### src/shared/blm_pkg.sv
// package of constants and types for the button and lamp mode controller
package blm_pkg;
   // ==========================================================
   // timing
   // ==========================================================
   localparam int unsigned CLK_HZ          = 125_000_000;
   localparam int unsigned TICK_US         = 1000;
   localparam int unsigned TICK_CYC        = CLK_HZ / 1_000_000 * TICK_US;
   localparam int unsigned SEARCH_SEC      = 10;
   localparam int unsigned SEARCH_MS       = SEARCH_SEC * 1000;
   localparam int unsigned CANCEL_SEC      = 1;
   localparam int unsigned CANCEL_MS       = CANCEL_SEC * 1000;
   localparam int unsigned PAIR_SEC        = 5;
   localparam int unsigned PAIR_MS         = PAIR_SEC * 1000;
   localparam int unsigned LINK_BLINK_MS   = 300;
   localparam int unsigned BATT_BLINK_MS   = 1000;
   localparam int unsigned DEBOUNCE_MS     = 20;
   localparam int unsigned MS_W            = 14;
   localparam int unsigned PEER_W          = 3;
   localparam logic [PEER_W-1:0] PEER_CNT_DEF = 3'h7;

   // ==========================================================
   // states
   // ==========================================================
   typedef enum logic [1:0] {
      ST_STANDBY    = 2'b00,
      ST_CONNECTING = 2'b01,
      ST_PAIRING    = 2'b10,
      ST_ACTIVE     = 2'b11
   } blm_mode_e;

   typedef enum logic [1:0] {
      BAT_FULL     = 2'b00,
      BAT_LOW      = 2'b01,
      BAT_CHARGING = 2'b10
   } blm_batt_e;
endpackage

### src/shared/blm_tick_if.sv
// interface carrying the millisecond tick and debounced button
`timescale 1ns/1ps
`default_nettype none
interface blm_tick_if;
   logic tick;
   logic btn;
   modport src (output tick, output btn);
   modport dst (input tick, input btn);
endinterface
`default_nettype wire

### src/rtl/blm_tick_gen.sv
// millisecond tick generator and button debouncer
`timescale 1ns/1ps
`default_nettype none
module blm_tick_gen #(
   parameter int unsigned TICK_CYC = blm_pkg::TICK_CYC
) (
   input  wire logic clock_i,
   input  wire logic rst_b_i,
   input  wire logic clk_en_i,
   input  wire logic btn_sync_i,
   blm_tick_if.src   tk
);
   typedef struct packed {
      logic [16:0] div;
      logic        tick;
      logic [4:0]  stable;
      logic        btn;
   } blm_tg_s;

   blm_tg_s r_ff;
   blm_tg_s nxt_r;

   always_comb begin
      nxt_r      = r_ff;
      nxt_r.tick = 1'b0;
      if (r_ff.div == 17'(TICK_CYC - 1)) begin
         nxt_r.div  = '0;
         nxt_r.tick = 1'b1;
      end else begin
         nxt_r.div = r_ff.div + 17'h1;
      end
      // debounce: accept level after a quiet spell of ticks
      if (btn_sync_i == r_ff.btn) begin
         nxt_r.stable = '0;
      end else if (r_ff.tick) begin
         if (r_ff.stable == 5'(blm_pkg::DEBOUNCE_MS - 1)) begin
            nxt_r.btn    = btn_sync_i;
            nxt_r.stable = '0;
         end else begin
            nxt_r.stable = r_ff.stable + 5'h1;
         end
      end
   end

   always_ff @(posedge clock_i or negedge rst_b_i) begin
      if (!rst_b_i) begin
         r_ff <= '0;
      end else if (clk_en_i) begin
         r_ff <= nxt_r;
      end
   end

   assign tk.tick = r_ff.tick;
   assign tk.btn  = r_ff.btn;
endmodule
`default_nettype wire

### src/rtl/blm_ctrl.sv
// mode controller: button, peer search timing and indicator lamps
`timescale 1ns/1ps
`default_nettype none
module blm_ctrl #(
   parameter int unsigned          TICK_CYC  = blm_pkg::TICK_CYC,
   parameter logic [blm_pkg::PEER_W-1:0] PEER_CNT = blm_pkg::PEER_CNT_DEF
) (
   input  wire logic                        clock_i,
   input  wire logic                        rst_b_i,
   input  wire logic                        clk_en_i,
   input  wire logic                        button_input_pin_i,
   input  wire logic                        link_up_i,
   input  wire logic                        batt_low_i,
   input  wire logic                        batt_charging_i,
   output var  logic                        link_lamp_o,
   output var  logic                        receiver_power_lamp_o,
   output var  logic                        battery_lamp_o,
   output var  logic                        peer_try_o,
   output var  logic [blm_pkg::PEER_W-1:0]  peer_idx_o,
   output var  logic                        pair_mode_o,
   output var  logic                        receiver_power_o
);
   typedef struct packed {
      logic [1:0]                sync;
      logic [1:0]                lsync;
      logic [1:0]                bsync;
      logic [1:0]                csync;
      logic                      btn_q;
      blm_pkg::blm_mode_e        mode;
      logic [blm_pkg::MS_W-1:0]  hold_ms;
      logic                      hold_used;
      logic [blm_pkg::MS_W-1:0]  search_ms;
      logic [blm_pkg::PEER_W-1:0] peer;
      logic [9:0]                lblink;
      logic                      lphase;
      logic [9:0]                bblink;
      logic                      bphase;
      logic                      link_lamp;
      logic                      pwr_lamp;
      logic                      batt_lamp;
      logic                      try;
      logic                      pair;
   } blm_ctrl_s;

   blm_ctrl_s r_ff;
   blm_ctrl_s nxt_r;

   blm_tick_if tk ();

   blm_tick_gen #(
      .TICK_CYC (TICK_CYC)
   ) u_tick (
      .clock_i    (clock_i),
      .rst_b_i    (rst_b_i),
      .clk_en_i   (clk_en_i),
      .btn_sync_i (r_ff.sync[1]),
      .tk         (tk.src)
   );

   // ==========================================================
   // next state
   // ==========================================================
   logic press;
   logic release_ev;
   logic link_up;

   always_comb begin
      press      = tk.btn & ~r_ff.btn_q;
      release_ev = ~tk.btn & r_ff.btn_q;
      link_up    = r_ff.lsync[1];
      nxt_r      = r_ff;
      nxt_r.sync  = {r_ff.sync[0], button_input_pin_i};
      nxt_r.lsync = {r_ff.lsync[0], link_up_i};
      nxt_r.bsync = {r_ff.bsync[0], batt_low_i};
      nxt_r.csync = {r_ff.csync[0], batt_charging_i};
      nxt_r.btn_q = tk.btn;

      // hold timer, counts held milliseconds
      if (press) begin
         nxt_r.hold_ms   = '0;
         nxt_r.hold_used = 1'b0;
      end else if (tk.btn && tk.tick &&
                   r_ff.hold_ms != {blm_pkg::MS_W{1'b1}}) begin
         nxt_r.hold_ms = r_ff.hold_ms + blm_pkg::MS_W'(1);
      end

      unique case (r_ff.mode)
         blm_pkg::ST_STANDBY: begin
            if (tk.btn && !r_ff.hold_used &&
                r_ff.hold_ms >= blm_pkg::MS_W'(blm_pkg::PAIR_MS)) begin
               nxt_r.mode      = blm_pkg::ST_PAIRING;
               nxt_r.hold_used = 1'b1;
            end else if (release_ev && !r_ff.hold_used) begin
               nxt_r.mode      = blm_pkg::ST_CONNECTING;
               nxt_r.peer      = '0;
               nxt_r.search_ms = '0;
            end
         end
         blm_pkg::ST_CONNECTING: begin
            if (link_up) begin
               nxt_r.mode = blm_pkg::ST_ACTIVE;
            end else if (tk.btn && !r_ff.hold_used &&
                r_ff.hold_ms >= blm_pkg::MS_W'(blm_pkg::CANCEL_MS)) begin
               nxt_r.mode      = blm_pkg::ST_STANDBY;
               nxt_r.hold_used = 1'b1;
            end else if (tk.tick) begin
               if (r_ff.search_ms ==
                   blm_pkg::MS_W'(blm_pkg::SEARCH_MS - 1)) begin
                  nxt_r.search_ms = '0;
                  if (r_ff.peer == PEER_CNT - blm_pkg::PEER_W'(1)) begin
                     nxt_r.mode = blm_pkg::ST_STANDBY;
                  end else begin
                     nxt_r.peer = r_ff.peer + blm_pkg::PEER_W'(1);
                  end
               end else begin
                  nxt_r.search_ms = r_ff.search_ms + blm_pkg::MS_W'(1);
               end
            end
         end
         blm_pkg::ST_PAIRING: begin
            if (link_up) begin
               nxt_r.mode = blm_pkg::ST_ACTIVE;
            end
         end
         blm_pkg::ST_ACTIVE: begin
            if (!link_up) begin
               nxt_r.mode = blm_pkg::ST_STANDBY;
            end
         end
      endcase
      // presses in pairing or active never start a search later
      if (press && (r_ff.mode == blm_pkg::ST_PAIRING ||
                    r_ff.mode == blm_pkg::ST_ACTIVE)) begin
         nxt_r.hold_used = 1'b1;
      end
      if (press && r_ff.mode == blm_pkg::ST_STANDBY) begin
         nxt_r.hold_used = 1'b0;
      end

      // link lamp blink timebase
      if (r_ff.mode != blm_pkg::ST_CONNECTING) begin
         nxt_r.lblink = '0;
         nxt_r.lphase = 1'b1;
      end else if (tk.tick) begin
         if (r_ff.lblink == 10'(blm_pkg::LINK_BLINK_MS - 1)) begin
            nxt_r.lblink = '0;
            nxt_r.lphase = ~r_ff.lphase;
         end else begin
            nxt_r.lblink = r_ff.lblink + 10'h1;
         end
      end

      // battery lamp blink timebase
      if (tk.tick) begin
         if (r_ff.bblink == 10'(blm_pkg::BATT_BLINK_MS - 1)) begin
            nxt_r.bblink = '0;
            nxt_r.bphase = ~r_ff.bphase;
         end else begin
            nxt_r.bblink = r_ff.bblink + 10'h1;
         end
      end

      // lamps from the state about to be entered
      unique case (nxt_r.mode)
         blm_pkg::ST_STANDBY: begin
            nxt_r.link_lamp = 1'b0;
            nxt_r.pwr_lamp  = 1'b0;
         end
         blm_pkg::ST_PAIRING: begin
            nxt_r.link_lamp = 1'b1;
            nxt_r.pwr_lamp  = 1'b0;
         end
         blm_pkg::ST_CONNECTING: begin
            nxt_r.link_lamp = nxt_r.lphase;
            nxt_r.pwr_lamp  = 1'b0;
         end
         blm_pkg::ST_ACTIVE: begin
            nxt_r.link_lamp = 1'b1;
            nxt_r.pwr_lamp  = 1'b1;
         end
      endcase
      // charging wins over low: lamp steady on
      if (r_ff.csync[1]) begin
         nxt_r.batt_lamp = 1'b1;
      end else if (r_ff.bsync[1]) begin
         nxt_r.batt_lamp = nxt_r.bphase;
      end else begin
         nxt_r.batt_lamp = 1'b0;
      end
      nxt_r.try  = (nxt_r.mode == blm_pkg::ST_CONNECTING);
      nxt_r.pair = (nxt_r.mode == blm_pkg::ST_PAIRING);
   end

   // ==========================================================
   // state register
   // ==========================================================
   always_ff @(posedge clock_i or negedge rst_b_i) begin
      if (!rst_b_i) begin
         r_ff        <= '0;
         r_ff.mode   <= blm_pkg::ST_STANDBY;
         r_ff.lphase <= 1'b1;
         r_ff.bphase <= 1'b1;
      end else if (clk_en_i) begin
         r_ff <= nxt_r;
      end
   end

   assign link_lamp_o           = r_ff.link_lamp;
   assign receiver_power_lamp_o = r_ff.pwr_lamp;
   assign battery_lamp_o        = r_ff.batt_lamp;
   assign peer_try_o            = r_ff.try;
   assign peer_idx_o            = r_ff.peer;
   assign pair_mode_o           = r_ff.pair;
   assign receiver_power_o      = r_ff.pwr_lamp;
endmodule
`default_nettype wire

### config.mk
export PLATFORM = sky130hd
export DESIGN_NAME = blm_ctrl
export DESIGN_NICKNAME = d
export VERILOG_FILES = /design/src/shared/blm_pkg.sv /design/src/shared/blm_tick_if.sv /design/src/rtl/blm_tick_gen.sv /design/src/rtl/blm_ctrl.sv
export SDC_FILE = /design/constraint.sdc
export NUM_CORES = 1
export LEC_CHECK = 0
export BUFFER_PORTS_ARGS = -buffer_cell sky130_fd_sc_hd__buf_2
export CAP_MARGIN = 5
export CELL_PAD_IN_SITES_DETAIL_PLACEMENT = 1
export CELL_PAD_IN_SITES_GLOBAL_PLACEMENT = 1
export CORE_MARGIN = 1.5
export CORE_UTILIZATION = 49
export CTS_BUF_LIST = sky130_fd_sc_hd__clkbuf_4 sky130_fd_sc_hd__clkbuf_8 sky130_fd_sc_hd__clkbuf_16
export CTS_CLUSTER_SIZE = 25
export DETAILED_ROUTE_END_ITERATION = 8
export PLACE_DENSITY = 0.83
export SETUP_SLACK_MARGIN = 0.3
export SKIP_CTS_REPAIR_TIMING = 1
export SLEW_MARGIN = 20
export SYNTH_ARGS = -nofsm -noshare
export SYNTH_HDL_FRONTEND = slang
export SYNTH_SLANG_ARGS = --single-unit
### constraint.sdc
create_clock -name clock_i -period 2.75 [get_ports clock_i]
set_clock_uncertainty 0.2 [all_clocks]
set_input_delay 0.4125 -clock clock_i [delete_from_list [all_inputs] [get_ports clock_i]]
set_output_delay 0.4125 -clock clock_i [all_outputs]
set_load 0.005 [all_outputs]
After elaboration in Yosys (flattened, before gate mapping):

Cells that the tools add are included.

* multiply operators: 0
* bitwise gates (word level): 7
* reduce and logical (&&, ||, !) cells: 23
* div/mod/pow operators: 0
* $add $sub $neg: 7
* equality and inequality tests: 22
* magnitude comparators: 2
* shift-type cells: 0
* mux-type cells: 42

Operators by type and width (number)
* $mux W17: 5
* $mux W14: 3
* $pmux W18 S2: 1
* $add A14 B1 Y14 const B: 2
* $mux W11: 2
* $add A10 B1 Y10 const B: 2
* $mux W10: 2
* $mux W18: 1
* $mux W2: 9
* $add A17 B1 Y17 const B: 1
* $eq A17 B17 Y1 const B: 1
* $pmux W2 S4: 2
* $eq A14 B14 Y1 const B: 1
* $ge A14 B10 Y1 const B: 1
* $ge A14 B13 Y1 const B: 1
* $ne A14 B14 Y1 const B: 1
* $mux W1: 12
* $ne A2 B2 Y1 const B: 6
* $eq A10 B10 Y1 const B: 1
* $eq A10 B9 Y1 const B: 1
* $mux W5: 2
* $reduce_and A9 Y1: 1
* $eq A2 B2 Y1 const B: 4
* $logic_and A1 B1 Y1: 8
* other kinds (18): 33

* bits of input ports: 7
* memories: 0
* ROM bits: 0
* RAM bits: 0
* register bits: 94
* bits in latches: 0
* output and inout bits: 9
* word-level logic and storage cells: 126

Longest topological paths before layout:

* depth in word-level cells: 9
* depth in mapped cells: 8
* mapped depth without buffers: 7

Modules after synthesis:

A second synthesis with hierarchy kept.

* cells, all modules: 517
* area, all modules: 4929.7 um2

By module, submodules not included
* blm_ctrl: cells an instance 400, sequential area each 1754.2 um2, times used 1, area each 3761.1 um2
* blm_tick_gen: cells an instance 117, sequential area each 600.6 um2, times used 1, area each 1168.6 um2

Worst setup path before layout:

OpenSTA, ideal clock, no wires.

* kind: register to register
* from: register r_ff[59] in the netlist's numbering
* to: register r_ff[42] in the netlist's numbering
* setup slack: 464 ps
* buffers on the path: 1
* library setup time: 83 ps
* stages on the path, launching flop included: 7
* required time: 2467 ps
* arrival time: 2004 ps
* clock period less this slack: 2286 ps
* cells stage by stage: dfrtp_1 -> buf_6 -> or4b_4 -> a221oi_2 -> o31ai_2 -> or4_1 -> o21ai_0

* word-level cells in the longest chain between the ends: 3
* elaborated cells on any way between the ends: 10
* those cells by class: eq/ne: 6; mux: 1; reduce/logical: 3

Ends and longest elaborated chain
* start: declaration: RTL line blm_ctrl.sv:45 `blm_ctrl_s r_ff;`
* start signal: assignment: RTL line blm_ctrl.sv:204 `r_ff <= nxt_r;`
* $eq A2 B1 Y1 / $logic_not A2 Y1 (equally long branches): RTL line blm_ctrl.sv:87 `unique case (r_ff.mode)`
* $ne A2 B1 Y1 (no line), or another cell as far along
* $reduce_and A7 Y1 (no line)

Several ways; a longest one is shown, not always the timed one.
A chain may end at the register's enable or synchronous reset.

Worst setup path in the final report:

* from: register u_tick.r_ff (netlist bit u_tick.tk.btn)
* to: register r_ff[41] in the netlist's numbering

* word-level cells in the longest chain between the ends: 5
* elaborated cells on any way between the ends: 10
* those cells by class: eq/ne: 3; bitwise: 2; reduce/logical: 5

Ends and longest elaborated chain
* start: declaration: RTL line blm_tick_gen.sv:20 `blm_tg_s r_ff;`
* start signal: assignment: RTL line blm_tick_gen.sv:49 `r_ff <= nxt_r;`
* $not A1 Y1: RTL line blm_ctrl.sv:69 `release_ev = ~tk.btn & r_ff.btn_q;`
* $and A1 B1 Y1: RTL line blm_ctrl.sv:69
* $logic_and A1 B1 Y1: RTL line blm_ctrl.sv:93 `end else if (release_ev && !r_ff.hold_used) begin`
* $ne A2 B2 Y1 (no line)
* $reduce_and A7 Y1 (no line) *

Every way passes the cells marked *; elsewhere a longest branch is shown, timed or not.

==> flow_summary_export.csv <==
group,metric,value,unit
run_status,outcome,"finished, final reports clean",
sta,worst_hold_slack,0.0525,ns
setup_path,end_kind,"flop",
setup_path,path_buf_inv,0,
global_routing,grt_antenna_before_repair,0,
worst_hold_path,holdCritStartpoint,"link_up_i",
clocking,clock_latency,0.38,ns
setup_path,cp_max_fo,8,
synth,yosys_most_used_dff,"sky130_fd_sc_hd__dfrtp_1",
synth,yosys_register_bits,94,
place,io_buffer_count,15,
floorplan,dieHeight,103,um
global_routing,grtUsageTotal,24.1,%
run,drv.max_cap_violation_count,0,
sta,relSlewSlack,57.6,%
synth,yosys.cell_types.count,58,
clocking,cts_made_buffers,9,
synth,synth_seq_area_share,47.6,%
pwr,power_density_relative_to_cell_area,582,mW/mm2
worst_hold_path,worstHoldPathType,"in -> reg",
synth,main_area_contributors_after_synthesis,"sky130_fd_sc_hd__dfrtp_1 47%, sky130_fd_sc_hd__o21ai_0 5.7%, sky130_fd_sc_hd__nand2_1 3.9%",
synth,synthesized_area_per_cell,9.57,um2
synth,async_reset_ff_share,100,%
final_layout,finalCoreUtilization,56.7,%
setup_path,timing_worst_setup_path_type,"reg -> reg",
sta,tightestPinTransition,0.627,ns
synth,synth_enable_flop_cells,0,
setup_path,cp-start-kind,"flop",
synth,synth.most_common_cell,"sky130_fd_sc_hd__dfrtp_1",
setup_path,critPathArrivalTime,2.52,ns
setup_path,critical_path.reg2reg.startpoint,"u_tick.tk.btn",
setup_path,biggest_cell_delay_along_the_critical_path,0.57,ns
sta,final.min_clock_period,2.41,ns
sta,rsz0062_at_grt,"true",
floorplan,die_w,103,um
routing,first_iter_violations,132,
final_layout,area_growth_from_synthesis_to_layout,11.9,%
global_routing,largest_net_degree_at_the_start_of_global_routing,43,
floorplan,top_level_ports,16,
floorplan,dieArea,0.0107,mm2
routing,first_pass_iters,4,
synth,synth_warnings,0,
pwr,p_total,3.22,mW
pwr,ir_worst_vdd,0.254,mV
synth,netlist.top_cell.by_area,"sky130_fd_sc_hd__dfrtp_1",
setup_path,worst_path_max_delay_cell,"sky130_fd_sc_hd__or4b_4",
global_routing,wire_length_of_the_first_global_routing_pass,19.8,mm
synth,synth_common_cells,"92 x sky130_fd_sc_hd__dfrtp_1, 56 x sky130_fd_sc_hd__o21ai_0, 52 x sky130_fd_sc_hd__nand2_1",
synth,netlist_instances,517,
clocking,clk_root_buffer_cell,"sky130_fd_sc_hd__clkbuf_8",
final_layout,drive_gt1_share,14.8,%
sta,max_freq,0.414,GHz
clocking,cts_tree,"yes",
floorplan,start_util,50.6,%
final_layout,num_antenna_cells,0,
routing,route.detailed.vias_per_inst,5.94,
synth,mappedNetlistArea,0.00495,mm2
routing,route.detailed.drc,0,
pwr,power.leakage,2.47,nW
clocking,cts_max_path_buffers,2,
final_layout,nNetsFinal,559,
sta,hold_violations,0,
floorplan,placementRows,36,
place,gp_congestion,0.875,
sta,fin_setup_tns,0,ns
routing,drt-wirelength-per-cell,18.3,um
setup_path,gate_family_responsible_for_the_most_delay_along_the_worst_path,"simple AND/OR/NAND/NOR gates",
final_layout,n_fill_cell,1123,
synth,syn_nets,533,
sta,layout_worst_path_cycle_share,87.8,%
routing,drtAntennaViolNets,0,
floorplan,core_region_area,0.00977,mm2
setup_path,required_time_reported_for_the_critical_path_endpoint,2.85,ns
sta,finalMaxSlewViolations,0,
synth,synth_top_area_share,46.5,%
clocking,count_of_h_tree_levels_built_during_cts,3,
sta,finalSetupViolations,0,
global_routing,grt.overflow.total,0,
setup_path,crit_path_cell_trace,"or4b_4 > a221oi_4 > o31ai_4 > or4_1 > o21ai_0",
routing,total_number_of_vias,4048,
routing,routed_wl,12.4,mm
place,detailed_place_hpwl,8.50,mm
clocking,number_of_clock_sinks,94,
setup_path,worstSetupStartpoint,"u_tick.tk.btn",
clocking,cts.clk_slew.worst_paths,0.10,ns
global_routing,grt_pass1_vias,4164,
kinds of logic after synthesis:
| kind of cell | synth area share (%) |
|---|---|
| AND/OR/NAND/NOR | 23.2 |
| buffers and inverters | 3.87 |
| AO/OA/AOI/OAI | 15.2 |
| flip-flops | 47.6 |
| adder cells (fa/ha/maj) | 2.28 |
| XOR/XNOR | 5.66 |
| multiplexers | 2.25 |
stage by stage:
stage	cells	area (um2)	setup WS, ns
after floorplan	517	4950	0.464
after global placement	654	5190	0.357
after detailed placement	654	5190	0.254
after CTS	670	5400	0.230
after global routing	681	5540	0.288
final	681	5540	0.336
layout make-up:
type,count,area [um2],area share [%]
multi-input cells,381,2440,44.1
inverters,19,71.3,1.29
clock inverters,4,55.1,0.994
repair buffers,38,282,5.08
flip-flops and latches,94,2360,42.6
well taps,133,166,3.00
clock buffers,12,159,2.87
power breakdown:
group	leakage (nW)	internal [mW]	total (mW)	switching, mW
registers	1.23	1.50	1.63	0.134
clock network	0.106	0.484	1.00	0.518
logic	1.14	0.226	0.592	0.366
metal layers:
layer	vias to the layer above	GRT usage, %	share of wire, %
li1	1918	-	-
met1	2036	30.8	46
met2	69	41.1	49
met3	25	3.70	3.2
met4	0	9.36	2.3
met5	-	0	0
cell usage in the layout, fill, tap and decap left out, types with 3 or more instances in the layout:
cell type and instances:
sky130_fd_sc_hd__and3_1 14, sky130_fd_sc_hd__nand3b_1 3, sky130_fd_sc_hd__nand2b_1 5, sky130_fd_sc_hd__nor4_1 7
sky130_fd_sc_hd__inv_1 19, sky130_fd_sc_hd__or3_1 7, sky130_fd_sc_hd__o211ai_1 3, sky130_fd_sc_hd__nor3b_1 7
sky130_fd_sc_hd__or4_1 8, sky130_fd_sc_hd__nor4b_1 3, sky130_fd_sc_hd__o21a_1 3, sky130_fd_sc_hd__xnor2_1 12
sky130_fd_sc_hd__buf_2 14, sky130_fd_sc_hd__nor2b_1 4, sky130_fd_sc_hd__nand4_1 11, sky130_fd_sc_hd__nor3_1 13
sky130_fd_sc_hd__and4_1 4, sky130_fd_sc_hd__a311oi_1 4, sky130_fd_sc_hd__o31ai_1 12, sky130_fd_sc_hd__buf_4 20
sky130_fd_sc_hd__clkbuf_8 11, sky130_fd_sc_hd__dfrtp_1 87, sky130_fd_sc_hd__ha_1 9, sky130_fd_sc_hd__nand3_1 28
sky130_fd_sc_hd__nor2_1 33, sky130_fd_sc_hd__dfrtp_2 5, sky130_fd_sc_hd__nand2_1 52, sky130_fd_sc_hd__o21ai_0 55
sky130_fd_sc_hd__a21oi_1 13, sky130_fd_sc_hd__mux2_2 9, sky130_fd_sc_hd__xor2_1 20, sky130_fd_sc_hd__a21o_1 9
final timing paths:
check	depth (start not counted)	slack (ns)	endpoint
max in group asynchronous	3	1.33	r_ff[5]
max reg2reg	5	0.34	r_ff[41]
min in group asynchronous	2	0.27	u_tick.r_ff[21]
max	5	0.34	r_ff[41]
min	2	0.05	nxt_r[67]
min reg2reg	1	0.30	u_tick.r_ff[19]
registers in the layout (all words and copies together), names as in the netlist:
name	cells
u_tick.tk.tick	1
r_ff	57
battery_lamp_o	1
link_lamp_o	1
nxt_r	4
peer_try_o	1
u_tick.tk.btn	1
u_tick.r_ff	22
peer_idx_o	3
receiver_power_lamp_o	1
link_up	1
pair_mode_o	1
Power figures use the tool's default switching activity.
